`src/rtl/tcc_pkg.sv`:
```
// constants and types shared by the touch channel control register bank
`default_nettype none
package tcc_pkg;
    localparam logic [7:0]  ADR_CTRL2     = 8'h09;
    localparam logic [7:0]  ADR_RENEW_LO  = 8'h0A;
    localparam logic [7:0]  ADR_RENEW_HI  = 8'h0B;
    localparam logic [7:0]  ADR_PAUSE_LO  = 8'h0C;
    localparam logic [7:0]  ADR_PAUSE_HI  = 8'h0D;
    localparam logic [7:0]  ADR_FREEZE_LO = 8'h0E;
    localparam logic [7:0]  ADR_FREEZE_HI = 8'h0F;
    localparam logic [7:0]  ADR_LEVEL0    = 8'h10;
    localparam logic [7:0]  ADR_LEVEL1    = 8'h11;
    localparam logic [7:0]  ADR_LEVEL2    = 8'h12;
    localparam logic [7:0]  ADR_LEVEL3    = 8'h13;
    localparam logic [7:0]  ADR_KEY       = 8'h3B;
    localparam logic [7:0]  ADR_FORCE     = 8'h41;
    localparam logic [15:0] RST_RENEW     = 16'hFFFE;
    localparam logic [15:0] RST_PAUSE     = 16'hFFFE;
    localparam logic [15:0] RST_FREEZE    = 16'h0000;
    localparam logic [31:0] RST_LEVEL     = 32'h0000_0000;
    localparam logic [7:0]  RST_KEY       = 8'h00;
    localparam logic [7:0]  RST_CTRL2     = 8'h01;
    localparam logic [7:0]  RST_FORCE     = 8'h14;
    localparam logic [7:0]  KEY_UNLOCK    = 8'hA5;
    localparam int          BIT_MULTI     = 5;
    localparam int          BIT_FORCE     = 7;
    localparam logic [1:0]  LVL_NONE      = 2'h0;
    localparam logic [1:0]  LVL_LOW       = 2'h1;
    localparam logic [1:0]  LVL_MID       = 2'h2;
    localparam logic [1:0]  LVL_HIGH      = 2'h3;
    localparam logic [7:0]  RD_UNMAPPED   = 8'h00;
    localparam logic [6:0]  I2C_ADDR_DEF  = 7'h68;
    localparam logic [3:0]  BYTE_BITS     = 4'h8;

    // serial front end phases
    typedef enum logic [2:0] {
        ST_IDLE,
        ST_ADDR,
        ST_ACK,
        ST_WR,
        ST_RD,
        ST_RACK
    } tcc_i2c_st_t;
endpackage : tcc_pkg
`default_nettype wire

```
`src/rtl/tcc_reg_if.sv`:
```
// register strobe and read path between serial front end and bank
`timescale 1ns/1ns
`default_nettype none
interface tcc_reg_if;
    logic       wr_stb;
    logic [7:0] wr_addr;
    logic [7:0] wr_data;
    logic [7:0] rd_addr;
    logic [7:0] rd_data;
    modport master (output wr_stb, output wr_addr, output wr_data, output rd_addr,
                    input rd_data);
    modport bank   (input wr_stb, input wr_addr, input wr_data, input rd_addr,
                    output rd_data);
endinterface : tcc_reg_if
`default_nettype wire

```
`src/rtl/tcc_i2c_slave.sv`:
```
// serial slave front end turning bus bytes into register strobes and reads
`timescale 1ns/1ns
`default_nettype none
module tcc_i2c_slave
    import tcc_pkg::*;
#(
    parameter logic [6:0] DEV_ADDR = I2C_ADDR_DEF
) (
    input  wire logic clk,
    input  wire logic rst_n,
    input  wire logic en,
    input  wire logic scl_in,
    input  wire logic sda_in,
    output logic      sda_oe,
    tcc_reg_if.master rb
);
    tcc_i2c_st_t st_ff, nxt_st;
    logic [3:0]  cnt_ff, nxt_cnt;
    logic [7:0]  sh_ff, nxt_sh;
    logic [7:0]  ptr_ff, nxt_ptr;
    logic [7:0]  wa_ff, nxt_wa;
    logic [7:0]  wd_ff, nxt_wd;
    logic        scl_q_ff, sda_q_ff;
    logic        rw_ff, nxt_rw;
    logic        first_ff, nxt_first;
    logic        oe_ff, nxt_oe;
    logic        stb_ff, nxt_stb;
    logic        rise, fall, start, stop;

    // pins are synchronous, so one stage of history gives the edges
    assign rise  = scl_in & ~scl_q_ff;
    assign fall  = ~scl_in & scl_q_ff;
    assign start = scl_in & scl_q_ff & sda_q_ff & ~sda_in;
    assign stop  = scl_in & scl_q_ff & ~sda_q_ff & sda_in;

    // bus phase sequencing; start and stop override any phase
    always_comb begin
        nxt_st    = st_ff;
        nxt_cnt   = cnt_ff;
        nxt_sh    = sh_ff;
        nxt_ptr   = ptr_ff;
        nxt_wa    = wa_ff;
        nxt_wd    = wd_ff;
        nxt_rw    = rw_ff;
        nxt_first = first_ff;
        nxt_oe    = oe_ff;
        nxt_stb   = 1'b0;
        if (start) begin
            nxt_st    = ST_ADDR;
            nxt_cnt   = 4'h0;
            nxt_first = 1'b1;
            nxt_oe    = 1'b0;
        end else if (stop) begin
            nxt_st = ST_IDLE;
            nxt_oe = 1'b0;
        end else begin
            unique case (st_ff)
                ST_IDLE: begin
                    nxt_oe = 1'b0;
                end
                ST_ADDR, ST_WR: begin
                    if (rise) begin
                        nxt_sh  = {sh_ff[6:0], sda_in};
                        nxt_cnt = cnt_ff + 4'h1;
                    end else if (fall && cnt_ff == BYTE_BITS) begin
                        nxt_cnt = 4'h0;
                        nxt_st  = ST_ACK;
                        nxt_oe  = 1'b1;
                        if (st_ff == ST_ADDR) begin
                            nxt_rw = sh_ff[0];
                            if (sh_ff[7:1] != DEV_ADDR) begin
                                nxt_st = ST_IDLE;
                                nxt_oe = 1'b0;
                            end
                        end else if (first_ff) begin
                            nxt_ptr   = sh_ff;
                            nxt_first = 1'b0;
                        end else begin
                            nxt_stb = 1'b1;
                            nxt_wa  = ptr_ff;
                            nxt_wd  = sh_ff;
                            nxt_ptr = ptr_ff + 8'h01;
                        end
                    end
                end
                ST_ACK: begin
                    if (fall && rw_ff) begin
                        nxt_st = ST_RD;
                        nxt_sh = rb.rd_data;
                        nxt_oe = ~rb.rd_data[7];
                    end else if (fall) begin
                        nxt_st = ST_WR;
                        nxt_oe = 1'b0;
                    end
                end
                ST_RD: begin
                    if (rise) begin
                        nxt_cnt = cnt_ff + 4'h1;
                    end else if (fall && cnt_ff == BYTE_BITS) begin
                        nxt_st  = ST_RACK;
                        nxt_oe  = 1'b0;
                        nxt_cnt = 4'h0;
                        nxt_ptr = ptr_ff + 8'h01;
                    end else if (fall) begin
                        nxt_sh = {sh_ff[6:0], 1'b0};
                        nxt_oe = ~sh_ff[6];
                    end
                end
                ST_RACK: begin
                    // a nack ends the read; an ack loads the next byte
                    if (rise && sda_in) begin
                        nxt_st = ST_IDLE;
                    end else if (fall) begin
                        nxt_st = ST_RD;
                        nxt_sh = rb.rd_data;
                        nxt_oe = ~rb.rd_data[7];
                    end
                end
            endcase
        end
    end

    // state registers, frozen while the clock enable is low
    always_ff @(posedge clk or negedge rst_n) begin
        if (!rst_n) begin
            st_ff    <= ST_IDLE;
            cnt_ff   <= 4'h0;
            sh_ff    <= 8'h00;
            ptr_ff   <= 8'h00;
            wa_ff    <= 8'h00;
            wd_ff    <= 8'h00;
            rw_ff    <= 1'b0;
            first_ff <= 1'b1;
            oe_ff    <= 1'b0;
            stb_ff   <= 1'b0;
            scl_q_ff <= 1'b1;
            sda_q_ff <= 1'b1;
        end else if (en) begin
            st_ff    <= nxt_st;
            cnt_ff   <= nxt_cnt;
            sh_ff    <= nxt_sh;
            ptr_ff   <= nxt_ptr;
            wa_ff    <= nxt_wa;
            wd_ff    <= nxt_wd;
            rw_ff    <= nxt_rw;
            first_ff <= nxt_first;
            oe_ff    <= nxt_oe;
            stb_ff   <= nxt_stb;
            scl_q_ff <= scl_in;
            sda_q_ff <= sda_in;
        end
    end

    assign sda_oe     = oe_ff;
    assign rb.wr_stb  = stb_ff;
    assign rb.wr_addr = wa_ff;
    assign rb.wr_data = wd_ff;
    assign rb.rd_addr = ptr_ff;
endmodule : tcc_i2c_slave
`default_nettype wire

```
`src/rtl/touch_channel_control_regs.sv`:
```
// touch channel control register bank with serial slave access
//
// Contract
// - renew bit set renews that channel's reference
// - renew bits reset 1, channel 1 resets 0
// - pause bit stops sensing and calibration
// - pause bits reset 1, channel 1 resets 0
// - freeze bit stops calibration only, resets 0
// - two-bit level per channel, resets none
// - four levels per byte, lowest channel low
// - key register guards bits, resets zero
// - force bit selects touch mode, reset 14h
// - reset pin high holds device in reset; code resets the bank, not the serial slave, and only with clk_en high
// - output mode bit: 0 multiple, 1 single
`timescale 1ns/1ns
`default_nettype none
module touch_channel_control_regs
    import tcc_pkg::*;
#(
    parameter int         CH_N     = 16,
    parameter logic [6:0] DEV_ADDR = I2C_ADDR_DEF
) (
    input  wire logic        clk,
    input  wire logic        rst_n,
    input  wire logic        clk_en,
    input  wire logic        rst_pin,
    input  wire logic        scl_in,
    input  wire logic        sda_in,
    output logic             sda_out,
    output logic             sda_oe,
    input  wire logic [31:0] level_in,
    output logic [15:0]      baseline_renew,
    output logic [15:0]      sense_run,
    output logic [15:0]      cal_run,
    output logic             single_output,
    output logic             touch_mode_force_bit
);
    // the register map is fixed at sixteen channels
    if (CH_N != 16) begin : g_chk
        $error("touch_channel_control_regs serves exactly sixteen channels");
    end

    tcc_reg_if rb ();

    logic [15:0] renew_ff, nxt_renew;
    logic [15:0] pause_ff, nxt_pause;
    logic [15:0] freeze_ff, nxt_freeze;
    logic [15:0] sense_ff, nxt_sense;
    logic [15:0] cal_ff, nxt_cal;
    logic [31:0] level_ff, nxt_level;
    logic [7:0]  key_ff, nxt_key;
    logic [7:0]  ctrl2_ff, nxt_ctrl2;
    logic [7:0]  force_ff, nxt_force;
    logic        single_ff, nxt_single;
    logic        sda_lo_ff;
    logic        key_ok;
    logic [7:0]  rd_byte;

    // serial front end; it owns the pointer and the strobes
    tcc_i2c_slave #(
        .DEV_ADDR (DEV_ADDR)
    ) u_i2c (
        .clk    (clk),
        .rst_n  (rst_n),
        .en     (clk_en),
        .scl_in (scl_in),
        .sda_in (sda_in),
        .sda_oe (sda_oe),
        .rb     (rb.master)
    );

    // two-bit level field of one channel in a packed word
    function automatic logic [1:0] lvl_of(input logic [31:0] v, input int ch);
        lvl_of = v[2*ch +: 2];
    endfunction : lvl_of

    assign key_ok = (key_ff == KEY_UNLOCK);

    // register writes, level capture and output-mode application
    always_comb begin
        nxt_renew  = renew_ff;
        nxt_pause  = pause_ff;
        nxt_freeze = freeze_ff;
        nxt_level  = level_ff;
        nxt_key    = key_ff;
        nxt_ctrl2  = ctrl2_ff;
        nxt_force  = force_ff;
        nxt_single = single_ff;
        if (rst_pin) begin
            nxt_renew  = RST_RENEW;
            nxt_pause  = RST_PAUSE;
            nxt_freeze = RST_FREEZE;
            nxt_level  = RST_LEVEL;
            nxt_key    = RST_KEY;
            nxt_ctrl2  = RST_CTRL2;
            nxt_force  = RST_FORCE;
            nxt_single = 1'b0;
        end else begin
            if (rb.wr_stb) begin
                case (rb.wr_addr)
                    ADR_CTRL2: begin
                        // noise can only flip the output mode bit when unlocked
                        nxt_ctrl2 = rb.wr_data;
                        if (!key_ok) begin
                            nxt_ctrl2[BIT_MULTI] = ctrl2_ff[BIT_MULTI];
                        end
                    end
                    ADR_RENEW_LO:  nxt_renew[7:0]   = rb.wr_data;
                    ADR_RENEW_HI:  nxt_renew[15:8]  = rb.wr_data;
                    ADR_PAUSE_LO:  nxt_pause[7:0]   = rb.wr_data;
                    ADR_PAUSE_HI:  nxt_pause[15:8]  = rb.wr_data;
                    ADR_FREEZE_LO: nxt_freeze[7:0]  = rb.wr_data;
                    ADR_FREEZE_HI: nxt_freeze[15:8] = rb.wr_data;
                    ADR_KEY:       nxt_key          = rb.wr_data;
                    ADR_FORCE:     nxt_force        = rb.wr_data;
                    // level registers and unmapped addresses drop the write
                    default: ;
                endcase
            end
            // a paused channel is not sensed and reports no touch
            for (int ch = 0; ch < 16; ch++) begin
                nxt_level[2*ch +: 2] = pause_ff[ch] ? LVL_NONE
                                                    : lvl_of(level_in, ch);
            end
            // mode bit takes effect only with the key and force bit both set
            if (key_ok && force_ff[BIT_FORCE]) begin
                nxt_single = ctrl2_ff[BIT_MULTI];
            end
        end
        nxt_sense = ~nxt_pause;
        nxt_cal   = ~nxt_pause & ~nxt_freeze;
    end

    // bank registers, frozen while the clock enable is low
    always_ff @(posedge clk or negedge rst_n) begin
        if (!rst_n) begin
            renew_ff  <= RST_RENEW;
            pause_ff  <= RST_PAUSE;
            freeze_ff <= RST_FREEZE;
            sense_ff  <= ~RST_PAUSE;
            cal_ff    <= ~RST_PAUSE & ~RST_FREEZE;
            level_ff  <= RST_LEVEL;
            key_ff    <= RST_KEY;
            ctrl2_ff  <= RST_CTRL2;
            force_ff  <= RST_FORCE;
            single_ff <= 1'b0;
            sda_lo_ff <= 1'b0;
        end else if (clk_en) begin
            renew_ff  <= nxt_renew;
            pause_ff  <= nxt_pause;
            freeze_ff <= nxt_freeze;
            sense_ff  <= nxt_sense;
            cal_ff    <= nxt_cal;
            level_ff  <= nxt_level;
            key_ff    <= nxt_key;
            ctrl2_ff  <= nxt_ctrl2;
            force_ff  <= nxt_force;
            single_ff <= nxt_single;
            sda_lo_ff <= 1'b0;
        end
    end

    // read mux; unmapped addresses read as zero
    always_comb begin
        unique case (rb.rd_addr)
            ADR_CTRL2:     rd_byte = ctrl2_ff;
            ADR_RENEW_LO:  rd_byte = renew_ff[7:0];
            ADR_RENEW_HI:  rd_byte = renew_ff[15:8];
            ADR_PAUSE_LO:  rd_byte = pause_ff[7:0];
            ADR_PAUSE_HI:  rd_byte = pause_ff[15:8];
            ADR_FREEZE_LO: rd_byte = freeze_ff[7:0];
            ADR_FREEZE_HI: rd_byte = freeze_ff[15:8];
            ADR_LEVEL0:    rd_byte = level_ff[7:0];
            ADR_LEVEL1:    rd_byte = level_ff[15:8];
            ADR_LEVEL2:    rd_byte = level_ff[23:16];
            ADR_LEVEL3:    rd_byte = level_ff[31:24];
            ADR_KEY:       rd_byte = key_ff;
            ADR_FORCE:     rd_byte = force_ff;
            default:       rd_byte = RD_UNMAPPED;
        endcase
    end
    assign rb.rd_data = rd_byte;

    // the data pin only ever pulls low; the enable carries the bit
    assign sda_out              = sda_lo_ff;
    assign baseline_renew       = renew_ff;
    assign sense_run            = sense_ff;
    assign cal_run              = cal_ff;
    assign single_output        = single_ff;
    assign touch_mode_force_bit = force_ff[BIT_FORCE];
endmodule : touch_channel_control_regs
`default_nettype wire

```
`config.mk`:
```
export PLATFORM = sky130hd
export DESIGN_NAME = touch_channel_control_regs
export DESIGN_NICKNAME = d
export VERILOG_FILES = /design/src/rtl/tcc_pkg.sv /design/src/rtl/tcc_reg_if.sv /design/src/rtl/tcc_i2c_slave.sv /design/src/rtl/touch_channel_control_regs.sv
export SDC_FILE = /design/constraint.sdc
export NUM_CORES = 1
export LEC_CHECK = 0
export BUFFER_PORTS_ARGS = -buffer_cell sky130_fd_sc_hd__buf_2
export CORE_UTILIZATION = 37
export DETAILED_ROUTE_END_ITERATION = 16
export PLACE_DENSITY_LB_ADDON = 0.12
export SKIP_LAST_GASP = 1
export SLEW_MARGIN = 20
export SYNTH_ARGS = -nofsm -noshare
export SYNTH_HDL_FRONTEND = slang
export SYNTH_SLANG_ARGS = --single-unit
```
`constraint.sdc`:
```
create_clock -name clk -period 4.9 [get_ports clk]
set_input_delay 0.98 -clock clk [delete_from_list [all_inputs] [get_ports clk]]
set_output_delay 0.98 -clock clk [all_outputs]
set_load 0.01 [all_outputs]
```
==> results.json <==
{
  "end_kind": "register",
  "layout_setup_ws_ns": 1.98,
  "postCtsResizedCells": 0,
  "wl_um": 31400,
  "r2r-end": "freeze_ff[9]$_DFFE_PN0P_",
  "crit_family": "simple AND/OR/NAND/NOR gates",
  "place_area_um2": 10200,
  "setup_viol": 0,
  "final_area_um2": 10800,
  "floorplan.initialDensity": 0.377,
  "syn_avg_cell_area_um2": 10.1,
  "cts_setup_buffers": 0,
  "r2r_slack_ns": 1.98,
  "grt_pass1_vias": 7601,
  "finalWeightedCongestion": 0.862,
  "worst_pin_slew_ns": 1.05,
  "cts_buffers": 17,
  "clock_sinks": 182,
  "nNetsFinal": 1027,
  "async_flop_share": 1.00,
  "yosysUniqueCellTypes": 86,
  "cts.clk_slew.worst_paths_ns": 0.08,
  "holdPathStages": 1,
  "grt_overflow_total": 0,
  "cts-hold-fix-buffers": 0,
  "antenna_found_initial": 0,
  "max-cap-violations": 0,
  "fp.dieH_um": 162,
  "drv_slew": 0,
  "place.port_buffers": 88,
  "postSynthCellCount": 941,
  "worst-path-buf-inv": 0,
  "fmax_ghz": 0.343,
  "clk_path_buf_depth": 2,
  "place_inst": 1294,
  "hold_violations": 0,
  "clkLatencyLatePin_ns": 0.44,
  "p_per_area_nw_per_um2": 412,
  "critPathMaxStageDelay_ns": 0.72,
  "syn-num-nets": 985,
  "cpMaxStageDelayCell": "nand4_1",
  "antenna_cells": 0,
  "synth_top_cell_area_share": 0.378,
  "core-area_um2": 25300,
  "slew_headroom": 0.298,
  "reg2regPathDepth": 5,
  "hp-class": "reg2reg",
  "yosys-top-cells-count": "144 x dfrtp_1, 66 x o21ai_0, 62 x nor2_1",
  "cts_tree": "built",
  "grt_max_degree": 99,
  "peakVddDrop_mv": 0.214,
  "die-area_um2": 26400,
  "cp_max_fo": 17,
  "cp.required_ns": 5.26,
  "status": "completed",
  "crit_type": "reg2reg",
  "fin_crit_ns": 2.92,
  "stdcell_count": 1326,
  "hold_end": "sense_run[1]$_DFFE_PN0P_",
  "rows": 58,
  "dp_hpwl_um": 21700,
  "yosysTopAreaCell": "dfrtp_1",
  "dieWidth_um": 162,
  "synth-edff-count": 0,
  "ant_nets": 0,
  "min_period_over_period": 0.595,
  "rsz0062_at_grt": "no",
  "syn_area_um2": 9530,
  "synth_area_leaders": "dfrtp_1 38%, dfstp_2 10%, mux2_2 7.2%, o21ai_0 3.5%, o2bb2ai_1 3.4%",
  "grt_pass1_wl_um": 48400,
  "worstPathArrival_ns": 3.27,
  "path_cells": "nor4_1 > nand4_1 > nor2_1 > a22oi_1 > o2bb2ai_1",
  "startpoint_type": "register",
  "dr.pass1.iters": 5,
  "drive_above_1_share": 0.255,
  "clockRootBuffer": "clkbuf_16",
  "pin_count": 90,
  "tns_ns": 0,
  "syn2layout_area_growth_pct": 13.0,
  "wl_per_cell_um": 23.7,
  "synth-seq-area-share": 0.483,
  "drc": 0,
  "viasPerCell": 5.94,
  "post-place-ws_ns": 1.85,
  "ys_warn_count": 0,
  "yosys_register_bits": 182,
  "first_iter_violations": 690,
  "min_from": "sense_run[1]$_DFFE_PN0P_",
  "power.leakage_nw": 4.51,
  "finClkSkew_ns": 0.0120,
  "r2r-start": "u_i2c.rb.wr_addr[5]$_DFFE_PN0P_",
  "grt_use_total": 0.246,
  "htree_levels": 4,
  "synth_ff_type": "dfrtp_1",
  "vias": 7878,
  "synth.most_common_cell": "dfrtp_1"
}
## metal layers
layer / track usage / share of wire / up-vias
met3: 0.0405 / 0.055 / 40
met2: 0.348 / 0.43 / 257
met4: 0.0935 / 0.026 / 0
met1: 0.372 / 0.49 / 3968
li1: - / - / 3613
met5: 0 / 0 / -
## where the power goes
part,switching [mW],internal (mW),total (mW)
Clock,0.641,0.838,1.48
Combinational,0.640,0.396,1.04
Sequential,0.246,1.67,1.92
## worst max path at each step
stage          slack, ns  depth (start not counted)                               to                             from
2_1_floorplan       2.26                          8  u_i2c.rb.wr_data[4]$_DFFE_PN0P_                           sda_in
3_3_place_gp        1.91                          5          pause_ff[4]$_DFFE_PN1P_                           clk_en
3_5_place_dp        1.85                          5          ctrl2_ff[5]$_DFFE_PN0P_                          rst_pin
4_1_cts             2.05                          5        freeze_ff[12]$_DFFE_PN0P_  u_i2c.rb.wr_addr[5]$_DFFE_PN0P_
5_1_grt             1.76                          5         freeze_ff[9]$_DFFE_PN0P_  u_i2c.rb.wr_addr[5]$_DFFE_PN0P_
6_report            1.98                          5         freeze_ff[9]$_DFFE_PN0P_  u_i2c.rb.wr_addr[5]$_DFFE_PN0P_
## registers in the layout (all words and copies together), names as in the netlist, 3 cells and up
register,count
ctrl2_ff,8
level_ff,32
baseline_renew,16
force_ff,8
freeze_ff,16
u_i2c.rb.wr_data,8
u_i2c.st_ff,3
u_i2c.rb.wr_addr,8
cal_run,16
pause_ff,16
u_i2c.sh_ff,8
u_i2c.cnt_ff,4
sense_run,16
key_ff,8
u_i2c.rb.rd_addr,8
## cell type report
class                           instances  area, µm²
Multi-Input combinational cell        636       4420
Tap cell                              330        413
Inverter                               48        180
Sequential cell                       182       4600
Clock inverter                         13        165
Fill cell                            2527      14500
Clock buffer                           19        453
Timing Repair Buffer                   98        539
## stage by stage
stage          utilization  hold slack [ns]  power [mW]
4_1_cts              0.427            0.492        4.46
5_1_grt              0.427            0.506        4.65
3_5_place_dp         0.402            0.472        2.98
2_1_floorplan            -            0.462        2.57
6_report             0.427            0.489        4.43
3_3_place_gp         0.402            0.469        2.98
## logic make-up (layout without fill, tap and decap cells)
group	count (synthesis)	in the layout	synth area share
fa+ha+maj	6	6	0.00788
xor+xnor	1	1	0.000919
flops	182	182	0.483
compound gates	308	308	0.234
mux	70	70	0.0817
simple gates	250	250	0.138
buf+inv	123	178	0.0540
other cells	1	1	0.000393
## layout by cell type, fill, tap and decap left out, types with 36 or more instances in the layout
| master | instances |
|---|---|
| a22oi_1 | 36 |
| inv_1 | 46 |
| o2bb2ai_1 | 37 |
| mux2_2 | 61 |
| dfrtp_1 | 144 |
| o21ai_0 | 66 |
| nor2_1 | 62 |
| a21oi_1 | 39 |
| buf_2 | 86 |
| nand3_1 | 45 |
| nand2_1 | 61 |
| dfstp_2 | 38 |
(Power assumes the default switching activity.)
